**src/core/cscr_regs.vh**
```
// Register offsets, field positions, reset values and codes of the clock source routing block.
// Contract
// - Power field code 00b runs the PLL and code 01b holds it in asynchronous power-down.
// - Source-select bit 1b routes the internal VCO to distribution and 0b routes the external clock input.
// - Divider-bypass bit 0b feeds distribution through the VCO divider and 1b passes the source directly.
// - The three-bit divider code selects a ratio of one to six, with code 000b giving divide-by-two.
// - After reset the PLL is powered down, the divider code is 000b, the divider is used and CLK is selected.
// - PFD polarity bit 0b means positive polarity and 1b means negative polarity.
// - Setting the calibrate bit and then pulsing the update strobe starts a VCO calibration; the code starts one only when the active bit was 0b.
// - With the PLL on and the external clock selected, the VCO is powered off and CLK feeds the prescaler.
// - The programmed configuration can be saved to nonvolatile memory and is restored at power-up.
`ifndef CSCR_REGS_VH
`define CSCR_REGS_VH

`define CSCR_ADDR_W          13
`define CSCR_OFS_PLL_CTRL    13'h010
`define CSCR_OFS_CAL_CTRL    13'h018
`define CSCR_OFS_REF_EN      13'h01c
`define CSCR_OFS_STATUS      13'h01f
`define CSCR_OFS_VCO_DIV     13'h1e0
`define CSCR_OFS_ROUTE       13'h1e1
`define CSCR_OFS_UPDATE      13'h232
`define CSCR_OFS_NV_CTRL     13'hb02

`define CSCR_PWR_LSB         0
`define CSCR_PWR_MSB         1
`define CSCR_PFD_POL_BIT     7
`define CSCR_CAL_BIT         0
`define CSCR_REF_MSB         2
`define CSCR_DIV_MSB         2
`define CSCR_BYP_BIT         0
`define CSCR_VCO_SEL_BIT     1
`define CSCR_UPD_BIT         0
`define CSCR_NV_STORE_BIT    0

`define CSCR_PWR_NORMAL      2'h0
`define CSCR_PWR_DOWN        2'h1

`define CSCR_RST_PLL_CTRL    8'h01
`define CSCR_RST_CAL_CTRL    8'h00
`define CSCR_RST_REF_EN      8'h00
`define CSCR_RST_VCO_DIV     8'h00
`define CSCR_RST_ROUTE       8'h00

`define CSCR_IDX_PLL         3'h0
`define CSCR_IDX_CAL         3'h1
`define CSCR_IDX_REF         3'h2
`define CSCR_IDX_DIV         3'h3
`define CSCR_IDX_ROUTE       3'h4
`define CSCR_NV_LAST         3'h4
`define CSCR_NV_MARK_ADDR    3'h5
`define CSCR_NV_MARK         8'ha5

`define CSCR_SPI_INSTR_LAST  5'h0f
`define CSCR_SPI_DATA_LAST   5'h17

`endif

```
**src/core/cscr_nv_ctrl.v**
```verilog
// Nonvolatile memory sequencer: restores the image after reset and saves it on request.
`timescale 1ns/1ns
`include "cscr_regs.vh"
module cscr_nv_ctrl (
  input  wire        clk,        // System clock.
  input  wire        resetn,     // Asynchronous reset, active low.
  input  wire        store_req,  // Save request pulse.
  input  wire [39:0] img_in,     // Active configuration, entry 0 in the low byte.
  output wire        load_we,    // Restored byte write pulse.
  output wire [2:0]  load_idx,   // Restored byte entry index.
  output wire [7:0]  load_data,  // Restored byte value.
  output wire        busy,       // Sequencer active.
  output reg  [2:0]  nv_addr,    // Memory word address.
  output reg         nv_re,      // Memory read strobe.
  output reg         nv_we,      // Memory write strobe.
  output reg  [7:0]  nv_wdata,   // Memory write data.
  input  wire [7:0]  nv_rdata    // Memory read data, one cycle after nv_re.
);
  localparam ST_IDLE  = 3'h0;
  localparam ST_CHECK = 3'h1;
  localparam ST_MARK  = 3'h2;
  localparam ST_LOAD  = 3'h3;
  localparam ST_DRAIN = 3'h4;
  localparam ST_SAVE  = 3'h5;

  reg [2:0] state_ff, nxt_state;
  reg [2:0] cnt_ff, nxt_cnt;
  reg       pend_ff;
  reg [2:0] pidx_ff;

  // A blank memory has no marker, so the reset defaults are kept in that case.
  always @* begin
    nxt_state = state_ff;
    nxt_cnt   = cnt_ff;
    nv_addr   = cnt_ff;
    nv_re     = 1'b0;
    nv_we     = 1'b0;
    nv_wdata  = 8'h00;
    case (state_ff)
      ST_CHECK: begin
        nv_re     = 1'b1;
        nv_addr   = `CSCR_NV_MARK_ADDR;
        nxt_state = ST_MARK;
      end
      ST_MARK: begin
        nxt_cnt   = 3'h0;
        nxt_state = (nv_rdata == `CSCR_NV_MARK) ? ST_LOAD : ST_IDLE;
      end
      ST_LOAD: begin
        nv_re   = 1'b1;
        nxt_cnt = cnt_ff + 3'h1;
        if (cnt_ff == `CSCR_NV_LAST) begin
          nxt_state = ST_DRAIN;
        end
      end
      ST_DRAIN: begin
        nxt_state = ST_IDLE;
      end
      ST_SAVE: begin
        nv_we = 1'b1;
        if (cnt_ff == `CSCR_NV_MARK_ADDR) begin
          nv_wdata  = `CSCR_NV_MARK;
          nxt_state = ST_IDLE;
        end else begin
          nv_wdata = img_in[cnt_ff*8 +: 8];
          nxt_cnt  = cnt_ff + 3'h1;
        end
      end
      ST_IDLE: begin
        if (store_req) begin
          nxt_cnt   = 3'h0;
          nxt_state = ST_SAVE;
        end
      end
      default: begin
        nxt_state = ST_IDLE;
      end
    endcase
  end

  // The restore starts on its own at reset release, giving power-up without software.
  always @(posedge clk or negedge resetn) begin
    if (!resetn) begin
      state_ff <= ST_CHECK;
      cnt_ff   <= 3'h0;
      pend_ff  <= 1'b0;
      pidx_ff  <= 3'h0;
    end else begin
      state_ff <= nxt_state;
      cnt_ff   <= nxt_cnt;
      pend_ff  <= (state_ff == ST_LOAD);
      pidx_ff  <= cnt_ff;
    end
  end

  assign load_we   = pend_ff;
  assign load_idx  = pidx_ff;
  assign load_data = nv_rdata;
  assign busy      = (state_ff != ST_IDLE);
endmodule // cscr_nv_ctrl

```
**src/core/cscr_spi_port.v**
```verilog
// Serial control port slave: one instruction word and one data byte per frame.
`timescale 1ns/1ns
`include "cscr_regs.vh"
module cscr_spi_port (
  input  wire       clk,        // System clock.
  input  wire       resetn,     // Asynchronous reset, active low.
  input  wire       sclk,       // Serial clock pin.
  input  wire       csb_n,      // Chip select pin, active low.
  input  wire       sdi,        // Serial data in pin.
  output wire       sdo,        // Serial data out.
  output wire       sdo_oe,     // Serial data out enable.
  output wire       reg_wr,     // Register write pulse.
  output wire       reg_rd,     // Register read pulse.
  output wire [12:0] reg_addr,  // Register address.
  output wire [7:0] reg_wdata,  // Register write data.
  input  wire [7:0] reg_rdata   // Register read data, valid with reg_rd.
);
  reg        sclk_s1_ff, sclk_s2_ff, sclk_s3_ff;
  reg        csb_s1_ff, csb_s2_ff;
  reg        sdi_s1_ff, sdi_s2_ff;
  reg  [4:0] cnt_ff;
  reg [14:0] sh_ff;
  reg        rw_ff;
  reg [12:0] addr_ff;
  reg  [7:0] wdata_ff;
  reg  [7:0] rdat_ff;
  reg        wr_ff, rd_ff, rd_ph_ff, sdo_ff;
  wire       rise = sclk_s2_ff & ~sclk_s3_ff;
  wire       fall = ~sclk_s2_ff & sclk_s3_ff;

  // Pins pass two flops first; the third sclk flop only serves the edge detector.
  always @(posedge clk or negedge resetn) begin
    if (!resetn) begin
      sclk_s1_ff <= 1'b0;
      sclk_s2_ff <= 1'b0;
      sclk_s3_ff <= 1'b0;
      csb_s1_ff  <= 1'b1;
      csb_s2_ff  <= 1'b1;
      sdi_s1_ff  <= 1'b0;
      sdi_s2_ff  <= 1'b0;
    end else begin
      sclk_s1_ff <= sclk;
      sclk_s2_ff <= sclk_s1_ff;
      sclk_s3_ff <= sclk_s2_ff;
      csb_s1_ff  <= csb_n;
      csb_s2_ff  <= csb_s1_ff;
      sdi_s1_ff  <= sdi;
      sdi_s2_ff  <= sdi_s1_ff;
    end
  end

  // Frame engine; sclk must stay slow against clk since edges are found by sampling.
  always @(posedge clk or negedge resetn) begin
    if (!resetn) begin
      cnt_ff   <= 5'h00;
      sh_ff    <= 15'h0000;
      rw_ff    <= 1'b0;
      addr_ff  <= 13'h0000;
      wdata_ff <= 8'h00;
      rdat_ff  <= 8'h00;
      wr_ff    <= 1'b0;
      rd_ff    <= 1'b0;
      rd_ph_ff <= 1'b0;
      sdo_ff   <= 1'b0;
    end else begin
      wr_ff <= 1'b0;
      rd_ff <= 1'b0;
      if (csb_s2_ff) begin
        cnt_ff   <= 5'h00;
        rd_ph_ff <= 1'b0;
      end else begin
        if (rise && cnt_ff <= `CSCR_SPI_DATA_LAST) begin
          sh_ff  <= {sh_ff[13:0], sdi_s2_ff};
          cnt_ff <= cnt_ff + 5'h01;
          if (cnt_ff == `CSCR_SPI_INSTR_LAST) begin
            rw_ff   <= sh_ff[14];
            addr_ff <= {sh_ff[11:0], sdi_s2_ff};
            rd_ff   <= sh_ff[14];
          end
          if (cnt_ff == `CSCR_SPI_DATA_LAST && !rw_ff) begin
            wdata_ff <= {sh_ff[6:0], sdi_s2_ff};
            wr_ff    <= 1'b1;
          end
        end
        if (rd_ff) begin
          rdat_ff  <= reg_rdata;
          rd_ph_ff <= 1'b1;
        end else if (fall && rd_ph_ff) begin
          sdo_ff  <= rdat_ff[7];
          rdat_ff <= {rdat_ff[6:0], 1'b0};
        end
      end
    end
  end

  assign sdo       = sdo_ff;
  assign sdo_oe    = rd_ph_ff;
  assign reg_wr    = wr_ff;
  assign reg_rd    = rd_ff;
  assign reg_addr  = addr_ff;
  assign reg_wdata = wdata_ff;
endmodule // cscr_spi_port

```
**src/core/cscr_top.v**
```verilog
// Clock source routing configuration: staged registers, update commit, decoded controls.
`timescale 1ns/1ns
`include "cscr_regs.vh"
module cscr_top (
  input  wire       clk,                 // System clock, 100 MHz.
  input  wire       resetn,              // Asynchronous reset, active low.
  input  wire       spi_sclk,            // Serial clock pin.
  input  wire       spi_csb_n,           // Chip select pin, active low.
  input  wire       spi_sdi,             // Serial data in pin.
  output wire       spi_sdo,             // Serial data out.
  output wire       spi_sdo_oe,          // Serial data out enable.
  output wire [2:0] nv_addr,             // Nonvolatile memory address.
  output wire       nv_re,               // Nonvolatile memory read strobe.
  output wire       nv_we,               // Nonvolatile memory write strobe.
  output wire [7:0] nv_wdata,            // Nonvolatile memory write data.
  input  wire [7:0] nv_rdata,            // Nonvolatile memory read data.
  output wire [1:0] pll_power_mode,      // Active power field.
  output wire       pll_enabled,         // PLL running.
  output wire       pll_powered_down,    // PLL held off.
  output wire       vco_source_sel,      // Internal VCO routed to distribution.
  output wire       vco_enabled,         // Internal VCO powered.
  output wire       ext_to_prescaler,    // External input feeds the prescaler.
  output wire       div_bypass,          // VCO divider skipped.
  output wire [2:0] vco_div_code,        // Active divider code.
  output reg  [2:0] vco_div_ratio,       // Division ratio, 1 to 6.
  output wire       pfd_polarity_neg,    // PFD polarity negative.
  output wire [2:0] ref_input_enable,    // Reference input enables.
  output wire       vco_cal_start        // Calibration start pulse.
);
  localparam [39:0] RST_IMG = {`CSCR_RST_ROUTE, `CSCR_RST_VCO_DIV, `CSCR_RST_REF_EN,
                               `CSCR_RST_CAL_CTRL, `CSCR_RST_PLL_CTRL};
  localparam NREG = 5;

  wire        reg_wr, reg_rd, load_we, nv_busy;
  wire [12:0] reg_addr;
  wire  [7:0] reg_wdata, load_data;
  wire  [2:0] load_idx;
  reg   [7:0] reg_rdata;
  reg   [2:0] wr_idx;
  reg         wr_hit;
  reg   [7:0] stage_ff [0:NREG-1];
  reg   [7:0] act_ff   [0:NREG-1];
  reg         cal_start_ff;
  wire [39:0] act_img;
  wire        upd = reg_wr && reg_addr == `CSCR_OFS_UPDATE && reg_wdata[`CSCR_UPD_BIT];
  wire        store_req = reg_wr && reg_addr == `CSCR_OFS_NV_CTRL && reg_wdata[`CSCR_NV_STORE_BIT];

  cscr_spi_port u_spi (
    .clk       (clk),
    .resetn    (resetn),
    .sclk      (spi_sclk),
    .csb_n     (spi_csb_n),
    .sdi       (spi_sdi),
    .sdo       (spi_sdo),
    .sdo_oe    (spi_sdo_oe),
    .reg_wr    (reg_wr),
    .reg_rd    (reg_rd),
    .reg_addr  (reg_addr),
    .reg_wdata (reg_wdata),
    .reg_rdata (reg_rdata)
  );

  cscr_nv_ctrl u_nv (
    .clk       (clk),
    .resetn    (resetn),
    .store_req (store_req),
    .img_in    (act_img),
    .load_we   (load_we),
    .load_idx  (load_idx),
    .load_data (load_data),
    .busy      (nv_busy),
    .nv_addr   (nv_addr),
    .nv_re     (nv_re),
    .nv_we     (nv_we),
    .nv_wdata  (nv_wdata),
    .nv_rdata  (nv_rdata)
  );

  // Address decode of the staged configuration registers; other offsets are not stored.
  always @* begin
    wr_hit = reg_wr;
    case (reg_addr)
      `CSCR_OFS_PLL_CTRL: wr_idx = `CSCR_IDX_PLL;
      `CSCR_OFS_CAL_CTRL: wr_idx = `CSCR_IDX_CAL;
      `CSCR_OFS_REF_EN:   wr_idx = `CSCR_IDX_REF;
      `CSCR_OFS_VCO_DIV:  wr_idx = `CSCR_IDX_DIV;
      `CSCR_OFS_ROUTE:    wr_idx = `CSCR_IDX_ROUTE;
      default: begin
        wr_idx = 3'h0;
        wr_hit = 1'b0;
      end
    endcase
  end

  // Staging and active copies per entry; a restore from memory overrides both at once.
  genvar gi;
  generate
    for (gi = 0; gi < NREG; gi = gi + 1) begin : g_reg
      always @(posedge clk or negedge resetn) begin
        if (!resetn) begin
          stage_ff[gi] <= RST_IMG[gi*8 +: 8];
          act_ff[gi]   <= RST_IMG[gi*8 +: 8];
        end else if (load_we && load_idx == gi) begin
          stage_ff[gi] <= load_data;
          act_ff[gi]   <= load_data;
        end else begin
          if (wr_hit && wr_idx == gi) begin
            stage_ff[gi] <= reg_wdata;
          end
          if (upd) begin
            act_ff[gi] <= stage_ff[gi];
          end
        end
      end
      assign act_img[gi*8 +: 8] = act_ff[gi];
    end
  endgenerate

  // Calibration fires only on a committed 0-to-1 step of the bit, so a repeat needs a clear first.
  always @(posedge clk or negedge resetn) begin
    if (!resetn) begin
      cal_start_ff <= 1'b0;
    end else begin
      cal_start_ff <= upd && stage_ff[`CSCR_IDX_CAL][`CSCR_CAL_BIT] &&
                      !act_ff[`CSCR_IDX_CAL][`CSCR_CAL_BIT];
    end
  end

  // Configuration register reads return the staged copy so software sees what it wrote before the update.
  always @* begin
    case (reg_addr)
      `CSCR_OFS_PLL_CTRL: reg_rdata = stage_ff[`CSCR_IDX_PLL];
      `CSCR_OFS_CAL_CTRL: reg_rdata = stage_ff[`CSCR_IDX_CAL];
      `CSCR_OFS_REF_EN:   reg_rdata = stage_ff[`CSCR_IDX_REF];
      `CSCR_OFS_VCO_DIV:  reg_rdata = stage_ff[`CSCR_IDX_DIV];
      `CSCR_OFS_ROUTE:    reg_rdata = stage_ff[`CSCR_IDX_ROUTE];
      `CSCR_OFS_STATUS:   reg_rdata = {5'h00, vco_enabled, pll_enabled, nv_busy};
      `CSCR_OFS_NV_CTRL:  reg_rdata = {7'h00, nv_busy};
      default:            reg_rdata = 8'h00;
    endcase
  end

  // Decoded controls; only code 00b runs the PLL, every other power code keeps it off.
  assign pll_power_mode   = act_ff[`CSCR_IDX_PLL][`CSCR_PWR_MSB:`CSCR_PWR_LSB];
  assign pll_enabled      = (pll_power_mode == `CSCR_PWR_NORMAL);
  assign pll_powered_down = !pll_enabled;
  assign vco_source_sel   = act_ff[`CSCR_IDX_ROUTE][`CSCR_VCO_SEL_BIT];
  assign vco_enabled      = pll_enabled && vco_source_sel;
  assign ext_to_prescaler = pll_enabled && !vco_source_sel;
  assign div_bypass       = act_ff[`CSCR_IDX_ROUTE][`CSCR_BYP_BIT];
  assign vco_div_code     = act_ff[`CSCR_IDX_DIV][`CSCR_DIV_MSB:0];
  assign pfd_polarity_neg = act_ff[`CSCR_IDX_PLL][`CSCR_PFD_POL_BIT];
  assign ref_input_enable = act_ff[`CSCR_IDX_REF][`CSCR_REF_MSB:0];
  assign vco_cal_start    = cal_start_ff;

  // Divider ratio map; codes above 100b select divide-by-one.
  always @* begin
    case (vco_div_code)
      3'h0:    vco_div_ratio = 3'h2;
      3'h1:    vco_div_ratio = 3'h3;
      3'h2:    vco_div_ratio = 3'h4;
      3'h3:    vco_div_ratio = 3'h5;
      3'h4:    vco_div_ratio = 3'h6;
      default: vco_div_ratio = 3'h1;
    endcase
  end
endmodule // cscr_top

```
**config.mk**
```make
export PLATFORM = sky130hd
export DESIGN_NAME = cscr_top
export DESIGN_NICKNAME = d
export VERILOG_FILES = /design/src/core/cscr_nv_ctrl.v /design/src/core/cscr_spi_port.v /design/src/core/cscr_top.v
export VERILOG_INCLUDE_DIRS = /design/src /design/src/core
export SDC_FILE = /design/constraint.sdc
export NUM_CORES = 1
export LEC_CHECK = 0
export BUFFER_PORTS_ARGS = -buffer_cell sky130_fd_sc_hd__buf_2
export CAP_MARGIN = 15
export CORE_ASPECT_RATIO = 1.25
export CORE_MARGIN = 2
export CORE_UTILIZATION = 55
export DETAILED_ROUTE_END_ITERATION = 7
export GPL_ROUTABILITY_DRIVEN = 0
export PLACE_DENSITY_LB_ADDON = 0.1
export SYNTH_ARGS = -nofsm -noshare
export SYNTH_HDL_FRONTEND = slang
export SYNTH_SLANG_ARGS = --single-unit
```
**constraint.sdc**
```tcl
create_clock -name clk -period 3.4 [get_ports clk]
set_input_delay 0.17 -clock clk [delete_from_list [all_inputs] [get_ports clk]]
set_output_delay 0.17 -clock clk [all_outputs]
set_load 0.03 [all_outputs]
```
# == Yosys cells after proc, flatten, opt, wreduce, memory -nomap -nowiden ==
# Index checks and enable logic that the tools add are counted.
# totals
reg_bits,152
wordCells,178
# op_classes
n_addsub,2
n_lt_le_gt_ge,1
eq_ne,33
shift,1
muxes,49
bitwise,6
reduce_logical,54
# op_table
op,n
$mux W8,24
$pmux W8 S7,1
$eq A13 B5 Y1 const B,4
$shiftx A40 B7 Y8,1
$pmux W3 S5,2
$eq A13 B9 Y1 const B,2
$reduce_bool A2 Y1,13
$eq A3 B2 Y1 const B,8
$pmux W3 S4,2
$logic_and A1 B1 Y1,21
$eq A3 B3 Y1 const B,6
$mux W3,6
$reduce_and A3 Y1,5
$eq A13 B10 Y1 const B,1
$eq A13 B12 Y1 const B,1
$eq A3 B1 Y1 const B,4
$logic_not A3 Y1,4
$mux W1,11
$mux W5,2
$eq A8 B8 Y1 const B,1
$add A5 B1 Y5 const B,1
$eq A5 B4 Y1 const B,1
$eq A5 B5 Y1 const B,1
$le A5 B5 Y1 const B,1
13 further kinds,23

# == Logic depth before layout (Yosys ltp) ==
# Gate-level depths: netlist of run 1.
# depth
depth_word,6
ltp_mapped,8

# == Cells and area by module ==
# From an unflattened synthesis of run 1, not the netlist that was laid out.
# hier_totals
hier_cells,683
area_unflattened_um2,7656.1
# by_module_without_submodules
module,n_inst,cells_per_inst,area_per_inst_um2,seq_area_each_um2
cscr_top,1,405,4274.1,2029.4
cscr_spi_port,1,169,2424.8,1529.0
cscr_nv_ctrl,1,109,957.2,251.5

# == Worst setup path before layout of run 1 ==
# Ideal clock, no wire load.
# synth_path
path_type,reg2out
startpoint,reg u_nv.cnt_ff[0]
endpoint,out nv_wdata[0]
arrival_ps,1920
required_time_ps,3230
path_slack_ps,1310
path_stages_with_launch,5
n_path_buf,1
cell_sequence,dfrtp_1 -> buf_1 -> nor3_1 -> nand2_1 -> a31oi_1
# synth_between
elab_chain_len,3
elab_cells_between_ends,4
cone_classes,1 x eq/ne; 1 x shift; 2 x mux
# synth_lines
item,line_no,source
start: declaration,cscr_nv_ctrl.v:27,"reg [2:0] cnt_ff, nxt_cnt;"
start signal: assignment,cscr_nv_ctrl.v:90,cnt_ff <= nxt_cnt;
$shiftx A40 B7 Y8 or $eq A3 B3 Y1 (tied branches),-,
$mux W8 *,cscr_nv_ctrl.v:61,if (cnt_ff == `CSCR_NV_MARK_ADDR) begin
$mux W8 *,cscr_nv_ctrl.v:39,case (state_ff)
end: declaration,cscr_top.v:15,"output wire [7:0] nv_wdata,"
# Every way passes the cells marked *; elsewhere a longest branch is shown, timed or not.

# == Worst setup path after layout of run 1 ==
# layout_path
startpoint,reg u_nv.cnt_ff[0]
endpoint,out nv_wdata[3]
# Same word-level chain as after synthesis.

==> flow_summary_export.csv, run 1 <==
group,metric,value,unit
finish,num_antenna_cells,0,
finish,mostFrequentLayoutCells,"147 x dfrtp_1, 77 x mux2i_1, 76 x a21oi_1",
critical_path,ff2ff_path_depth,5,
synth,yosysSeqAreaShare,51.2,%
critical_path,cp_num_buf_inv,1,
power,power_density,527,nW/µm²
critical_path,r2r_setup_slack,0.89,ns
drt,first_iter_violations,494,
critical_path,critPathMaxFanout,14,
clocking,cts_buffers,17,
clocking,cts_root_buffer,"clkbuf_16",
finish,multi_input_area,3340,µm²
clocking,clock-sinks,152,
power,total_power,4.47,mW
critical_path,rr_startpoint,"u_spi.reg_addr[2]",
synth,synth-main-ff-cell,"dfrtp_1",
power,p_leak,3.75,nW
critical_path,cp_num_cells,4,
die,rows,47,
global_route,antenna_found_initial,0,
sta,slew_headroom,38.1,%
die,dieArea,14500,µm²
synth,synth_fp_nets,676,
synth,ys_seq_elements,152,
die,die_h,134,µm
critical_path,rr_endpoint,"u_nv.cnt_ff[2]",
clocking,cts_buffer_depth,2,
min_path,whs_path_depth,3,
critical_path,cp-end-kind,"output port",
synth,synthArstFlopShare,100,%
flow_run,maxCapViolCount,0,
global_route,grt_pass1_wl,30700,µm
critical_path,arrival,2.49,ns
clocking,cts_tree,"yes",
global_route,grt_pass1_vias,5497,
placed_design,hpwl,13500,µm
die,core_area,13200,µm²
min_path,hold_start,"nv_rdata[0]",
finish,fill_cells,1063,
synth,synth_area_per_cell,11.3,µm²
sta,setup_violations,0,
sta,max_freq,376,MHz
finish,nets,716,
sta,worst_slew_pin_slew,0.922,ns
global_route,track_usage,28.4,%
sta,fin_skew,0.00971,ns
global_route,grt_overflow,0,
min_path,hold_class,"in2reg",
die,die_w,108,µm
drt,drc,0,
drt,wl,19500,µm
critical_path,slowest_delay,0.93,ns
die,io_pins,47,
critical_path,path_delay_family,"flip-flops",
sta,min_period,2.66,ns
critical_path,cpMaxStageDelayCell,"dfrtp_1",
critical_path,startpoint_type,"register",
critical_path,critPathKind,"reg2out",
critical_path,critPathRequiredTime,3.23,ns
sta,hold_viol_final,0,
power,vdd_drop_max,0.000358,V
clocking,htreeDepth,4,
synth,synth-edff-count,0,
critical_path,cp_cell_sequence,"mux4_2, a22oi_1, nor2_1, buf_2",
min_path,hold_end,"pll_power_mode[0]",
synth,yosys_warnings,0,
sta,fin_setup_tns,0,ns
clocking,cts.clk_slew.worst_paths,0.07,ns
sta,min_period_over_period,78.2,%
sta,final-max-slew-violation-count,0,
synth,synth_cell_type_count,60,
synth,syn_inst,658,
finish,seq_area,3810,µm²
drt,drtAntennaViolNets,0,
clocking,insertion_delay,0.42,ns
finish,syn2layout_area_growth,13.9,%
drt,wire_per_inst,22.1,µm
clocking,post_cts_buffers,0,
drt,drt_pass1_iterations,6,
finish,drive_gt1_share,22.6,%
drt,dr_total_vias,5415,
outcome,status,"finished, final reports clean",
sta,rsz0062_at_grt,"no",
placed_design,io_buffer_count,46,
finish,final_common_cell,"dfrtp_1",
global_route,grt_max_degree,68,
die,initial_utilization,56.2,%
synth,netlist_area,7440,µm²
drt,viasPerCell,6.14,
synthesized netlist by cell type, types with 3 or more instances:
| master | count | area share [%] |
|---|---|---|
| dfstp_2 | 5 | 1.8 |
| buf_4 | 13 | 1.3 |
| a31oi_1 | 17 | 1.4 |
| mux4_2 | 8 | 2.4 |
| buf_2 | 7 | 0.47 |
| nor2_1 | 69 | 3.5 |
| clkbuf_8 | 3 | 0.56 |
| nor2b_1 | 8 | 0.67 |
| nor4b_1 | 3 | 0.35 |
| ha_1 | 5 | 0.84 |
| a21oi_1 | 76 | 5.1 |
| a222oi_1 | 4 | 0.54 |
| nand2b_1 | 4 | 0.34 |
| nand2_1 | 36 | 1.8 |
| clkbuf_1 | 12 | 0.61 |
| dfrtp_1 | 147 | 49 |
| and2_1 | 6 | 0.50 |
| a22oi_1 | 6 | 0.61 |
| mux2i_1 | 77 | 10 |
| and3_1 | 3 | 0.25 |
| nor4_4 | 3 | 0.86 |
| or2_2 | 3 | 0.25 |
| o21ai_0 | 16 | 1.1 |
| nand4_1 | 5 | 0.42 |
| nor3_1 | 8 | 0.54 |
| nand3b_1 | 3 | 0.30 |
| a211oi_1 | 4 | 0.40 |
| mux2_2 | 45 | 6.8 |
| nand3_1 | 4 | 0.27 |
| inv_1 | 12 | 0.61 |
| mux2_1 | 3 | 0.45 |
per-stage QoR:
stage | std cells | worst slack, ns | instance area, µm² | hold slack, ns | util [%]
floorplan | 658 | 1.31 | 7440 | -0.126 | -
global placement | 846 | 1.06 | 7750 | 0.222 | 58.6
detailed placement | 846 | 0.960 | 7750 | 0.225 | 58.6
CTS | 882 | 0.732 | 8470 | 0.0942 | 64.0
global route | 882 | 0.645 | 8470 | 0.113 | 64.0
finish | 882 | 0.743 | 8470 | 0.103 | 64.0
tightest hold or removal path, cell delays in order:
cell     delay [ns]
buf_2          0.15
nor2_1         0.14
a21oi_1        0.06
logic make-up (layout without fill, tap and decap cells):
logic type | count (synthesis) | in the layout | share of synthesized area, %
adders and majority gates | 5 | 5 | 0.841
buffers and inverters | 52 | 105 | 3.97
AOI/OAI and AO/OA | 141 | 141 | 11.2
and+or+nand+nor | 172 | 172 | 12.4
muxes | 133 | 133 | 20.1
xor gates and xnor gates | 3 | 3 | 0.353
DFF | 152 | 152 | 51.2
metal layers:
metal	wire length, µm	global-route usage, %	vias up
met4	640	12.2	0
met1	8010	35.5	2728
li1	-	-	2468
met3	882	4.42	37
met2	9940	48.7	182
met5	0	0	-
worst max-delay path by stage:
stage                     slack, ns             end               from
after global placement         1.06  u_nv.cnt_ff[2]  u_spi.reg_addr[2]
after floorplan                1.31     nv_wdata[0]     u_nv.cnt_ff[0]
after global routing           0.64     nv_wdata[3]     u_nv.cnt_ff[0]
final                          0.74     nv_wdata[3]     u_nv.cnt_ff[0]
after detailed placement       0.96  u_nv.cnt_ff[1]  u_spi.reg_addr[2]
after CTS                      0.73     nv_wdata[3]     u_nv.cnt_ff[0]
layout make-up:
| cell class | instances | area share (%) |
|---|---|---|
| clock inverters | 12 | 2.94 |
| clock buffers | 20 | 5.15 |
| multi-input cells | 454 | 39.4 |
| inverters | 13 | 0.576 |
| flip-flops and latches | 152 | 45.0 |
| well taps | 171 | 2.53 |
| repair buffers | 60 | 4.44 |
repair_timing:
item	in CTS	in global routing
gates resized for setup	0	0
hold endpoints to repair	65	0
hold buffers	4	0
sequential cells by signal, summed over array words and instances (netlist names), 2 cells and up:
register and flops:
stage_ff 40, u_spi.reg_wdata 8, pll_power_mode 2, u_spi.sh_ff 15
u_nv.cnt_ff 3, ref_input_enable 3, u_spi.cnt_ff 5, act_ff 29
u_nv.state_ff 3, u_spi.rdat_ff 8, u_nv.load_idx 3, vco_div_code 3
u_spi.reg_addr 13
power breakdown:
part	total [mW]	internal, mW	switching (mW)
Combinational	0.241	0.110	0.130
Sequential	2.02	1.91	0.104
Clock	2.21	1.45	0.757
Note: power is estimated with default switching activity, not from simulation.
==> run 2: changes to the inputs <==
==> constraint.sdc (replaced) <==
create_clock -name clk -period 2.5 [get_ports clk]
set_input_delay 0.125 -clock clk [delete_from_list [all_inputs] [get_ports clk]]
set_output_delay 0.125 -clock clk [all_outputs]
set_load 0.03 [all_outputs]
==> flow_summary_export.csv, run 2 (same netlist as run 1, synthesis figures left out) <==
group,metric,value,unit
outcome,status,"finished, final reports clean",
drt,highest_layer,"met4",
critical_path,rr_startpoint,"u_spi.reg_addr[3]",
clocking,htreeDepth,4,
sta,rsz0062_at_grt,"no",
drt,wl_met2,9790,µm
sta,fin_skew,0.00731,ns
drt,met3_length,949,µm
finish,fill_cells,1076,
finish,mostFrequentLayoutCells,"146 x dfrtp_1, 77 x mux2i_1, 76 x a21oi_1",
drt,drc,0,
sta,worst_slew_pin_slew,0.780,ns
power,p_leak,3.76,nW
sta,max_freq,462,MHz
sta,setup_violations,0,
power,p_seq_share,49.4,%
drt,drt_pass1_iterations,5,
drt,wl,19200,µm
clocking,insertion_delay,0.42,ns
finish,final_common_cell,"dfrtp_1",
power,vdd_drop_max,0.000547,V
die,die_h,134,µm
finish,num_antenna_cells,0,
critical_path,cp_num_buf_inv,1,
power,clkPwrFrac,44.6,%
die,rows,47,
global_route,antenna_found_initial,0,
critical_path,cp-end-kind,"output port",
global_route,grt_pass1_vias,5487,
drt,wire_per_inst,21.5,µm
drt,drtAntennaViolNets,0,
die,core_area,13200,µm²
die,die_w,108,µm
power,power_density,656,nW/µm²
die,initial_utilization,56.2,%
global_route,track_usage,28.2,%
power,p_int,4.23,mW
sta,hold_viol_final,0,
drt,met1_length,7830,µm
finish,drive_gt1_share,24.3,%
drt,first_iter_violations,360,
critical_path,cpMaxStageDelayCell,"dfrtp_2",
clocking,cts_buffers,17,
finish,syn2layout_area_growth,13.7,%
power,p_sw,1.32,mW
power,combPwrFrac,6.0,%
placed_design,hpwl,13800,µm
sta,finalWorstSetupSlack,0.337,ns
finish,largest_register_ffs,40,
critical_path,path_delay_family,"flip-flops",
drt,viasPerCell,6.06,
sta,min_period,2.16,ns
clocking,cts_root_buffer,"clkbuf_16",
sta,slew_headroom,48.0,%
finish,nets,728,
clocking,cts_tree,"yes",
placed_design,io_buffer_count,46,
finish,seq_area,3810,µm²
sta,min_period_over_period,86.5,%
global_route,grt_max_degree,69,
sta,fin_setup_tns,0,ns
die,io_pins,47,
critical_path,cp_cell_sequence,"mux4_2, a22oi_1, nor2_1, buf_2",
global_route,grt_overflow,0,
flow_run,maxCapViolCount,0,
drt,dr_total_vias,5414,
critical_path,slowest_delay,0.60,ns
finish,reg_top3,"stage_ff: 40 flops, act_ff: 29 flops, u_spi.sh_ff: 15 flops",
placed_design,place_ws,0.362,ns
clocking,cts_buffer_depth,2,
min_path,hold_start,"nv_rdata[3]",
power,sw_frac_of_total,23.8,%
die,dieArea,14500,µm²
sta,final-max-slew-violation-count,0,
clocking,cts.clk_slew.worst_paths,0.06,ns
global_route,grt_pass1_wl,30500,µm
critical_path,critPathRequiredTime,2.38,ns
finish,top_register,"stage_ff",
clocking,clock-sinks,152,
critical_path,startpoint,"u_nv.cnt_ff[0]",
clocking,post_cts_buffers,0,
min_path,hold_class,"in2reg",
critical_path,startpoint_type,"register",
critical_path,arrival,2.04,ns
critical_path,critPathKind,"reg2out",
finish,multi_input_area,3340,µm²
critical_path,critPathMaxFanout,14,
run 2: cell count changes in the layout (fill, tap and decap cells not counted), sizes merged:
cell	delta
clkinv	+2
buf	+12
clkinvlp	+2
clkbuf	+2
bufinv	-6
run 2: per-stage QoR:
stage / hold WS, ns / std cells / area (µm²) / power [mW] / util [%]
floorplan: -0.171 / 658 / 7440 / 2.93 / -
global placement: 0.183 / 858 / 7840 / 3.10 / 59.2
detailed placement: 0.171 / 858 / 7840 / 3.12 / 59.2
CTS: 0.0577 / 894 / 8460 / 5.59 / 63.9
global route: 0.0759 / 894 / 8460 / 5.74 / 63.9
finish: 0.0810 / 894 / 8460 / 5.55 / 63.9
run 2: area by class of cell:
type	instances	area share (%)
tap	171	2.53
sequential	152	45.1
timing repair buffer	72	5.52
inverter	13	0.577
multi-input combinational	454	39.5
clock inverter	10	1.11
clock buffer	22	5.73
run 2: worst paths after layout:
path | endpoint | slack [ns] | cells past startpoint
worst max register to register | act_ff[21] | 0.35 | 6
max in group asynchronous | u_spi.csb_s2_ff | 1.36 | 3
worst min-delay path | act_ff[27] | 0.08 | 3
min in group asynchronous | u_nv.cnt_ff[2] | 0.27 | 2
worst min register to register | u_spi.sclk_s2_ff | 0.35 | 0
worst max-delay path | nv_wdata[3] | 0.34 | 4
run 2: routing by layer:
| layer | up-vias | GRT usage, % |
|---|---|---|
| li1 | 2486 | - |
| met1 | 2695 | 34.6 |
| met2 | 191 | 47.8 |
| met3 | 42 | 5.83 |
| met4 | 0 | 12.8 |
| met5 | - | 0 |
run 2: what timing repair did:
item	in CTS	in global routing
gates resized for setup	0	1
endpoints found under the hold margin	66	0
hold buffers	4	0
endpoints found under the setup margin	0	1
run 2: power groups by stage:
stage                     logic (mW)  clock network [mW]  registers [mW]
after floorplan                0.210                   0            2.72
after global placement         0.318                   0            2.78
after detailed placement       0.330                   0            2.79
after CTS                      0.336                2.51            2.74
after global routing           0.366                2.62            2.76
final                          0.330                2.47            2.74
run 2: tightest hold or removal path, cell delays in order:
cell and delay, ns:
buf_2 0.15, nor2_1 0.08, a21oi_1 0.10
